==> src/include/odc_defs.svh <==
// Constants for the output channel divider configuration block
//
// Function
// - Switch bit, reset 1: 0 applies changes at once, 1 glitch-free.
// - Supply bit, reset 1: set is 1.8 V, clear is 2.5 V or 3.3 V.
// - Upper 16 fraction bits come from one field, also used in delay mode.
// - Lower 9 fraction bits come from next register bits 8-0, in both modes.
// - Selector 0 to 3 picks prescaler A, prescaler B, fraction or reference.
// - Integer divider divides by a 14-bit value; zero powers it down.
// - Alignment delays the channel by 0 to 31 cycles of the divider input.
// - The channel aligns only when its enable bit is 1, which resets to 0.
// - Muted with level select 0, output P is low and output N high.
// - Mute bit acts directly under override, otherwise only in calibration.
// - Mode bit selects fraction synthesis at 0 and delay mode at 1.
`ifndef ODC_DEFS_SVH
`define ODC_DEFS_SVH

`define ODC_ADDR_W 8
`define ODC_DATA_W 16
`define ODC_DIV_W 14
`define ODC_DLY_W 5

`define ODC_OFF_SW_CTRL 8'h2D
`define ODC_OFF_SUPPLY 8'h2E
`define ODC_OFF_FRAC_HI 8'h2F
`define ODC_OFF_FRAC_LO 8'h30
`define ODC_OFF_INT_DIV 8'h31
`define ODC_OFF_SYNC_OUT 8'h32

`define ODC_RST_SW_CTRL 16'h0071
`define ODC_RST_SUPPLY 16'h0008
`define ODC_RST_FRAC_HI 16'h8000
`define ODC_RST_FRAC_LO 16'h0000
`define ODC_RST_INT_DIV 16'h0000
`define ODC_RST_SYNC_OUT 16'h0004

`define ODC_SW_SMOOTH_BIT 0
`define ODC_SW_DELAY_MODE_BIT 15
`define ODC_SUP_LOW_BIT 3
`define ODC_LO_MSB 8
`define ODC_IDIV_MSB 13
`define ODC_ISRC_MSB 15
`define ODC_ISRC_LSB 14
`define ODC_DLY_MSB 15
`define ODC_DLY_LSB 11
`define ODC_ALIGN_EN_BIT 10
`define ODC_SIL_LVL_BIT 8
`define ODC_SIL_BIT 7

`endif

==> src/include/odc_pkg.sv <==
// Types for the output channel divider configuration block
package odc_pkg;
  typedef enum logic [1:0] {
    ODC_SRC_PRESCALER_A = 2'h0,
    ODC_SRC_PRESCALER_B = 2'h1,
    ODC_SRC_FRACTION = 2'h2,
    ODC_SRC_REFERENCE = 2'h3
  } odc_src_t;

  typedef enum logic [1:0] {
    ODC_ALIGN_IDLE = 2'b01,
    ODC_ALIGN_WAIT = 2'b10
  } odc_align_t;
endpackage

==> src/hdl/odc_int_divider.sv <==
// Integer output divider with immediate or period-boundary updates
`include "odc_defs.svh"
module odc_int_divider (
  // Clock and reset
  input wire logic sys_clk,
  input wire logic resetn,
  // Source clock edges, one per selector code
  input wire logic [3:0] src_edge,
  // Requested setting
  input wire odc_pkg::odc_src_t req_src,
  input wire logic [`ODC_DIV_W-1:0] req_div,
  input wire logic smooth_switch_select,
  input wire logic restart,
  // Divider state
  output logic div_clk_ff,
  output logic sel_edge
);
  import odc_pkg::*;

  odc_src_t act_src_ff;
  logic [`ODC_DIV_W-1:0] act_div_ff;
  logic [`ODC_DIV_W-1:0] cnt_ff;
  logic [`ODC_DIV_W-1:0] nxt_cnt;
  logic [`ODC_DIV_W-1:0] high_cnt;
  logic changed;
  logic at_bound;
  logic apply;

  assign sel_edge = src_edge[act_src_ff];
  assign changed = (req_src != act_src_ff) || (req_div != act_div_ff);
  assign at_bound = sel_edge && (cnt_ff == act_div_ff - 14'h0001);
  // Glitch-free: wait for the period end unless the divider is stopped
  assign apply = changed && (!smooth_switch_select ||
    (act_div_ff == 14'h0000) || at_bound);
  assign nxt_cnt = at_bound ? 14'h0000 : cnt_ff + 14'h0001;
  assign high_cnt = act_div_ff - (act_div_ff >> 1);

  always_ff @(posedge sys_clk) begin
    if (!resetn) begin
      act_src_ff <= ODC_SRC_PRESCALER_A;
      act_div_ff <= 14'h0000;
    end else if (apply) begin
      act_src_ff <= req_src;
      act_div_ff <= req_div;
    end
  end

  always_ff @(posedge sys_clk) begin
    if (!resetn) begin
      cnt_ff <= 14'h0000;
    end else if (restart || apply || act_div_ff == 14'h0000) begin
      cnt_ff <= 14'h0000;
    end else if (sel_edge) begin
      cnt_ff <= nxt_cnt;
    end
  end

  always_ff @(posedge sys_clk) begin
    if (!resetn) begin
      div_clk_ff <= 1'b0;
    end else if (apply) begin
      div_clk_ff <= (req_div != 14'h0000);
    end else if (act_div_ff == 14'h0000) begin
      div_clk_ff <= 1'b0;
    end else if (restart) begin
      div_clk_ff <= 1'b1;
    end else if (sel_edge) begin
      div_clk_ff <= (nxt_cnt < high_cnt);
    end
  end
endmodule

==> src/hdl/odc_channel_config.sv <==
// Output channel divider configuration registers and output control
`include "odc_defs.svh"
module odc_channel_config (
  // Clock and reset
  input wire logic sys_clk,
  input wire logic resetn,
  // Register port
  input wire logic [`ODC_ADDR_W-1:0] reg_addr,
  input wire logic [`ODC_DATA_W-1:0] reg_wdata,
  input wire logic reg_wr,
  input wire logic reg_rd,
  output logic [`ODC_DATA_W-1:0] reg_rdata_ff,
  // Divider input clocks and control pins
  input wire logic prescaler_a,
  input wire logic prescaler_b,
  input wire logic fraction_clk,
  input wire logic reference_clk,
  input wire logic align_request,
  input wire logic override_active,
  input wire logic calibration_active,
  // Channel outputs
  output logic out_p_ff,
  output logic out_n_ff,
  output logic [15:0] fraction_upper_bits,
  output logic [8:0] fraction_lower_bits,
  output logic fraction_delay_select,
  output logic low_supply_indicator
);
  import odc_pkg::*;

  localparam int NPIN = 7;

  logic [`ODC_DATA_W-1:0] sw_ctrl_ff;
  logic [`ODC_DATA_W-1:0] supply_ff;
  logic [`ODC_DATA_W-1:0] frac_hi_ff;
  logic [`ODC_DATA_W-1:0] frac_lo_ff;
  logic [`ODC_DATA_W-1:0] int_div_ff;
  logic [`ODC_DATA_W-1:0] sync_out_ff;
  logic [NPIN-1:0] pin_raw;
  logic [NPIN-1:0] meta_ff;
  logic [NPIN-1:0] pin_ff;
  logic [NPIN-1:0] pin_old_ff;
  logic [3:0] src_edge;
  logic align_rise;
  logic smooth_switch_select;
  logic align_participate;
  logic silence_level_select;
  logic output_silence;
  logic silence;
  logic [`ODC_DLY_W-1:0] align_delay_cycles;
  logic [`ODC_DIV_W-1:0] integer_divide_value;
  odc_src_t integer_divider_source;
  odc_align_t align_ff;
  logic [`ODC_DLY_W-1:0] wait_ff;
  logic restart_ff;
  logic div_clk_ff;
  logic sel_edge;

  // Input pins pass two flip-flops before any use
  assign pin_raw = {calibration_active, override_active, align_request,
                    reference_clk, fraction_clk, prescaler_b, prescaler_a};
  genvar gi;
  generate
    for (gi = 0; gi < NPIN; gi++) begin : g_sync
      always_ff @(posedge sys_clk) begin
        if (!resetn) begin
          meta_ff[gi] <= 1'b0;
          pin_ff[gi] <= 1'b0;
          pin_old_ff[gi] <= 1'b0;
        end else begin
          meta_ff[gi] <= pin_raw[gi];
          pin_ff[gi] <= meta_ff[gi];
          pin_old_ff[gi] <= pin_ff[gi];
        end
      end
    end
  endgenerate
  assign src_edge = pin_ff[3:0] & ~pin_old_ff[3:0];
  assign align_rise = pin_ff[4] & ~pin_old_ff[4];

  // Field views
  assign smooth_switch_select = sw_ctrl_ff[`ODC_SW_SMOOTH_BIT];
  assign fraction_delay_select = sw_ctrl_ff[`ODC_SW_DELAY_MODE_BIT];
  assign low_supply_indicator = supply_ff[`ODC_SUP_LOW_BIT];
  assign fraction_upper_bits = frac_hi_ff;
  assign fraction_lower_bits = frac_lo_ff[`ODC_LO_MSB:0];
  assign integer_divider_source =
    odc_src_t'(int_div_ff[`ODC_ISRC_MSB:`ODC_ISRC_LSB]);
  assign integer_divide_value = int_div_ff[`ODC_IDIV_MSB:0];
  assign align_delay_cycles = sync_out_ff[`ODC_DLY_MSB:`ODC_DLY_LSB];
  assign align_participate = sync_out_ff[`ODC_ALIGN_EN_BIT];
  assign silence_level_select = sync_out_ff[`ODC_SIL_LVL_BIT];
  assign output_silence = sync_out_ff[`ODC_SIL_BIT];
  assign silence = pin_ff[5] ? output_silence
                             : (output_silence & pin_ff[6]);

  // Register writes
  always_ff @(posedge sys_clk) begin
    if (!resetn) begin
      sw_ctrl_ff <= `ODC_RST_SW_CTRL;
      supply_ff <= `ODC_RST_SUPPLY;
      frac_hi_ff <= `ODC_RST_FRAC_HI;
      frac_lo_ff <= `ODC_RST_FRAC_LO;
      int_div_ff <= `ODC_RST_INT_DIV;
      sync_out_ff <= `ODC_RST_SYNC_OUT;
    end else if (reg_wr) begin
      unique case (reg_addr)
        `ODC_OFF_SW_CTRL: sw_ctrl_ff <= reg_wdata;
        `ODC_OFF_SUPPLY: supply_ff <= reg_wdata;
        `ODC_OFF_FRAC_HI: frac_hi_ff <= reg_wdata;
        `ODC_OFF_FRAC_LO: frac_lo_ff <= reg_wdata;
        `ODC_OFF_INT_DIV: int_div_ff <= reg_wdata;
        `ODC_OFF_SYNC_OUT: sync_out_ff <= reg_wdata;
        default: begin
        end
      endcase
    end
  end

  // Register reads, unmapped addresses return zero
  always_ff @(posedge sys_clk) begin
    if (!resetn) begin
      reg_rdata_ff <= 16'h0000;
    end else if (reg_rd) begin
      unique case (reg_addr)
        `ODC_OFF_SW_CTRL: reg_rdata_ff <= sw_ctrl_ff;
        `ODC_OFF_SUPPLY: reg_rdata_ff <= supply_ff;
        `ODC_OFF_FRAC_HI: reg_rdata_ff <= frac_hi_ff;
        `ODC_OFF_FRAC_LO: reg_rdata_ff <= frac_lo_ff;
        `ODC_OFF_INT_DIV: reg_rdata_ff <= int_div_ff;
        `ODC_OFF_SYNC_OUT: reg_rdata_ff <= sync_out_ff;
        default: reg_rdata_ff <= 16'h0000;
      endcase
    end
  end

  // Alignment delay sequencer
  always_ff @(posedge sys_clk) begin
    if (!resetn) begin
      align_ff <= ODC_ALIGN_IDLE;
      wait_ff <= 5'h00;
      restart_ff <= 1'b0;
    end else begin
      restart_ff <= 1'b0;
      unique case (align_ff)
        ODC_ALIGN_IDLE: begin
          if (align_rise && align_participate) begin
            if (align_delay_cycles == 5'h00) begin
              restart_ff <= 1'b1;
            end else begin
              wait_ff <= align_delay_cycles;
              align_ff <= ODC_ALIGN_WAIT;
            end
          end
        end
        ODC_ALIGN_WAIT: begin
          if (sel_edge) begin
            wait_ff <= wait_ff - 5'h01;
            if (wait_ff == 5'h01) begin
              restart_ff <= 1'b1;
              align_ff <= ODC_ALIGN_IDLE;
            end
          end
        end
      endcase
    end
  end

  odc_int_divider odc_int_divider_i (
    .sys_clk(sys_clk),
    .resetn(resetn),
    .src_edge(src_edge),
    .req_src(integer_divider_source),
    .req_div(integer_divide_value),
    .smooth_switch_select(smooth_switch_select),
    .restart(restart_ff),
    .div_clk_ff(div_clk_ff),
    .sel_edge(sel_edge)
  );

  // Output stage with mute levels
  always_ff @(posedge sys_clk) begin
    if (!resetn) begin
      out_p_ff <= 1'b0;
      out_n_ff <= 1'b1;
    end else if (silence) begin
      out_p_ff <= silence_level_select;
      out_n_ff <= ~silence_level_select;
    end else begin
      out_p_ff <= div_clk_ff;
      out_n_ff <= ~div_clk_ff;
    end
  end
endmodule

==> config.mk <==
export PLATFORM = sky130hd
export DESIGN_NAME = odc_channel_config
export DESIGN_NICKNAME = d
export VERILOG_FILES = /design/src/include/odc_pkg.sv /design/src/hdl/odc_int_divider.sv /design/src/hdl/odc_channel_config.sv
export VERILOG_INCLUDE_DIRS = /design/src /design/src/include
export SDC_FILE = /design/constraint.sdc
export NUM_CORES = 1
export LEC_CHECK = 0
export BUFFER_PORTS_ARGS = -buffer_cell sky130_fd_sc_hd__buf_2
export CORE_MARGIN = 5
export CORE_UTILIZATION = 60
export CTS_CLUSTER_DIAMETER = 120
export CTS_CLUSTER_SIZE = 12
export DETAILED_ROUTE_END_ITERATION = 6
export GPL_TIMING_DRIVEN = 0
export PLACE_DENSITY = 0.77
export SLEW_MARGIN = 25
export SYNTH_ARGS = -nofsm -noshare
export SYNTH_HDL_FRONTEND = slang
export SYNTH_SLANG_ARGS = --single-unit
==> constraint.sdc <==
create_clock -name sys_clk -period 4.5 [get_ports sys_clk]
set_clock_uncertainty 0.2 [all_clocks]
set_input_delay 0.9 -clock sys_clk [delete_from_list [all_inputs] [get_ports sys_clk]]
set_output_delay 0.9 -clock sys_clk [all_outputs]
set_load 0.01 [all_outputs]
==> impl_metrics.yaml <==
global_route:
  grt.met1_usage: 0.349
  grt_pass1_vias: 6916
  grt_max_degree: 17
  antenna_found_initial: 0
  top_usage_layer: "met2"
  use_met3: 0.0420
  grt-ovfl-total: 0
  track_usage: 0.247
  grt_pass1_wl_um: 35700
  grt_use_met2: 0.389
synth:
  synth_cell_type_count: 54
  synthFlopType: "dfxtp_1"
  synthDominantCellAreaShare: 0.383
  netlist_top_cells_area: "dfxtp_1, mux2i_1, ha_1"
  ys_warn_count: 0
  synth_area_um2: 8980
  synth-seq-cells: 172
  netlist_instances: 1019
  yosysSeqAreaShare: 0.383
  synth-edff-count: 0
  ys_async_sr_fraction: 0
  yosysTopAreaCell: "dfxtp_1"
  synth_nets: 1099
  syn_avg_cell_area_um2: 8.81
timing:
  drv_slew: 0
  setup_violations: 0
  fin_crit_ns: 4.22
  fin_crit_sh: 0.937
  final.setup.worst_slack_ns: 0.284
  rsz0062_at_grt: "no"
  worst_slew_pin_slew_ns: 0.759
  fmax_mhz: 237
  setup_tns_ns: 0
  maxSlewHeadroom: 0.494
  hold_violations: 0
  holdWs_ns: 0.232
worst_hold_path:
  hold_path.class: "reg -> reg"
routing:
  firstDrtPassIters: 5
  vias_per_cell: 5.67
  drtIter0Drc: 626
  wl_um: 21700
  vias: 7442
  drc: 0
  wl_per_cell_um: 16.5
  antenna_left: 0
floorplan:
  die_y_um: 132
  core_um2: 14600
  fp.dieW_um: 132
  dieArea_um2: 17500
  row_count: 44
  pin_count: 80
  initial_core_util: 0.616
final_layout:
  final_common_cell: "dfxtp_1"
  final_nets: 1196
  final_util: 0.702
  regArea_um2: 3440
  final_cell_mix: "dfxtp_1, nand2_1, mux2i_1"
  fillCellCount: 1164
  num_antenna_cells: 0
  drive_gt1_frac: 0.118
  area_delta_synth_final_pct: 14.0
  multi_input_area_um2: 5130
pwr:
  swShare: 0.230
  comb_power_share: 0.041
  internal-power_uw: 2480
  p_leak_uw: 0.00447
  netSwitchingPower_uw: 739
  vdd_drop_max_mv: 0.288
  p_seq_frac: 0.480
  fin_total_pwr_uw: 3220
  pwr-share-clk: 0.479
  p_per_area_nw_per_um2: 314
place:
  port_buffers: 78
  gp_congestion: 0.856
  dp_slack_ns: 0.121
  post-dp-hpwl_um: 16400
clock_tree:
  cts_hold_buffers: 0
  cts_root_buf: "clkbuf_16"
  postCtsSetupRepairBufs: 0
  clock-sinks: 172
  cts_tree: "done"
  cts_buffers: 17
  path_clk_slew_ns: 0.07
  ctsHtreeMaxLevel: 4
  clock_path_buffers: 2
  clock_latency_ns: 0.43
outcome:
  status: "complete, no violations"
setup_path:
  crit_arrival_ns: 4.39
  required_ns: 4.67
  criticalPathCategory: "reg -> reg"
  end_kind: "flip-flop"
  startpoint_type: "flip-flop"
  crit_fanout: 10
flow_run:
  maxCapViolCount: 0
[through the flow]
step,instances,area [µm²]
2_1_floorplan,1019,8980
3_3_place_gp,1281,9600
3_5_place_dp,1281,9600
4_1_cts,1313,10200
5_1_grt,1313,10200
6_report,1313,10200
[final timing paths]
check                                   from                      endpoint  slack, ns  depth (start not counted)
max reg2reg  odc_int_divider_i.act_div_ff[4]  odc_int_divider_i.div_clk_ff       0.28                         18
min                               meta_ff[3]                     pin_ff[3]       0.23                          1
max          odc_int_divider_i.act_div_ff[4]  odc_int_divider_i.div_clk_ff       0.28                         18
min reg2reg                       meta_ff[3]                     pin_ff[3]       0.23                          1
[logic make-up (layout without fill, tap and decap cells)]
group,after synthesis,in the layout,synth area share
AO/OA/AOI/OAI,193,193,0.142
XOR/XNOR,61,61,0.0595
adder cells (fa/ha/maj),45,45,0.0635
buffers and inverters,98,208,0.0465
flip-flops,172,172,0.383
multiplexers,91,91,0.103
AND/OR/NAND/NOR,359,359,0.202
[routing by layer]
| layer | vias to the layer above | part of all wire | routed length (µm) |
|---|---|---|---|
| met4 | 0 | 0.019 | 414 |
| met1 | 3531 | 0.47 | 10200 |
| met3 | 34 | 0.049 | 1060 |
| met5 | - | 0 | 0 |
| met2 | 174 | 0.46 | 10100 |
| li1 | 3703 | - | - |
[layout make-up]
type                       count  area share
buffer                        66      0.0297
clock buffer                  18      0.0419
clock inverter                14      0.0183
inverter                      32      0.0117
multi-input combinational    749       0.501
sequential                   172       0.336
tap                          184      0.0225
timing repair buffer          78      0.0381
[power groups by stage]
stage                     clock [µW]  combinational [µW]  sequential, µW
final                           1540                 133            1540
after global routing            1630                 145            1540
after CTS                       1550                 133            1540
after detailed placement           0                 132            1580
after global placement             0                 130            1580
after floorplan                    0                67.1            1580
[cells in the mapped netlist, drive strengths merged, types with 2 or more instances]
library cell / instances
a2111oi: 2
a211oi: 3
a21boi: 43
a21o: 4
a21oi: 20
a22oi: 33
a31oi: 23
a41oi: 2
and2: 25
and3: 12
buf: 17
clkbuf: 49
dfxtp: 172
ha: 44
inv: 32
mux2i: 90
nand2: 130
nand2b: 9
nand3: 20
nand3b: 2
nand4: 5
nand4b: 5
nor2: 46
nor2b: 75
nor3: 11
nor3b: 4
nor4: 11
o21a: 2
o21ai: 48
o21bai: 5
or4: 3
xnor2: 31
xor2: 30
[registers in the layout (all words and copies together), names as in the netlist, 14 cells and up]
name	flops
frac_lo_ff	16
odc_int_divider_i.act_div_ff	14
odc_int_divider_i.cnt_ff	14
reg_rdata_ff	16
sync_out_ff	16
sw_ctrl_ff	16
int_div_ff	16
supply_ff	16
fraction_upper_bits	16
[what timing repair did]
item,CTS,global route
resized for setup,0,7
hold endpoints to repair,0,0
endpoints found under the setup margin,0,1
[critical path, cell delays in order, from the launching register on]
cell and delay (ns):
dfxtp_1 0.48, inv_1 0.13, ha_1 0.23, and4b_1 0.21, buf_2 0.16, and3_1 0.18
nor4_1 0.24, nand4b_1 0.19, nor4_4 0.24, clkbuf_4 0.28, nor2_1 0.09, ha_1 0.31
a21o_1 0.16, a21o_1 0.17, a21oi_1 0.13, o21bai_1 0.12, nor4_2 0.32, o211a_1 0.21
o21a_1 0.10
Power figures use the tool's default switching activity.
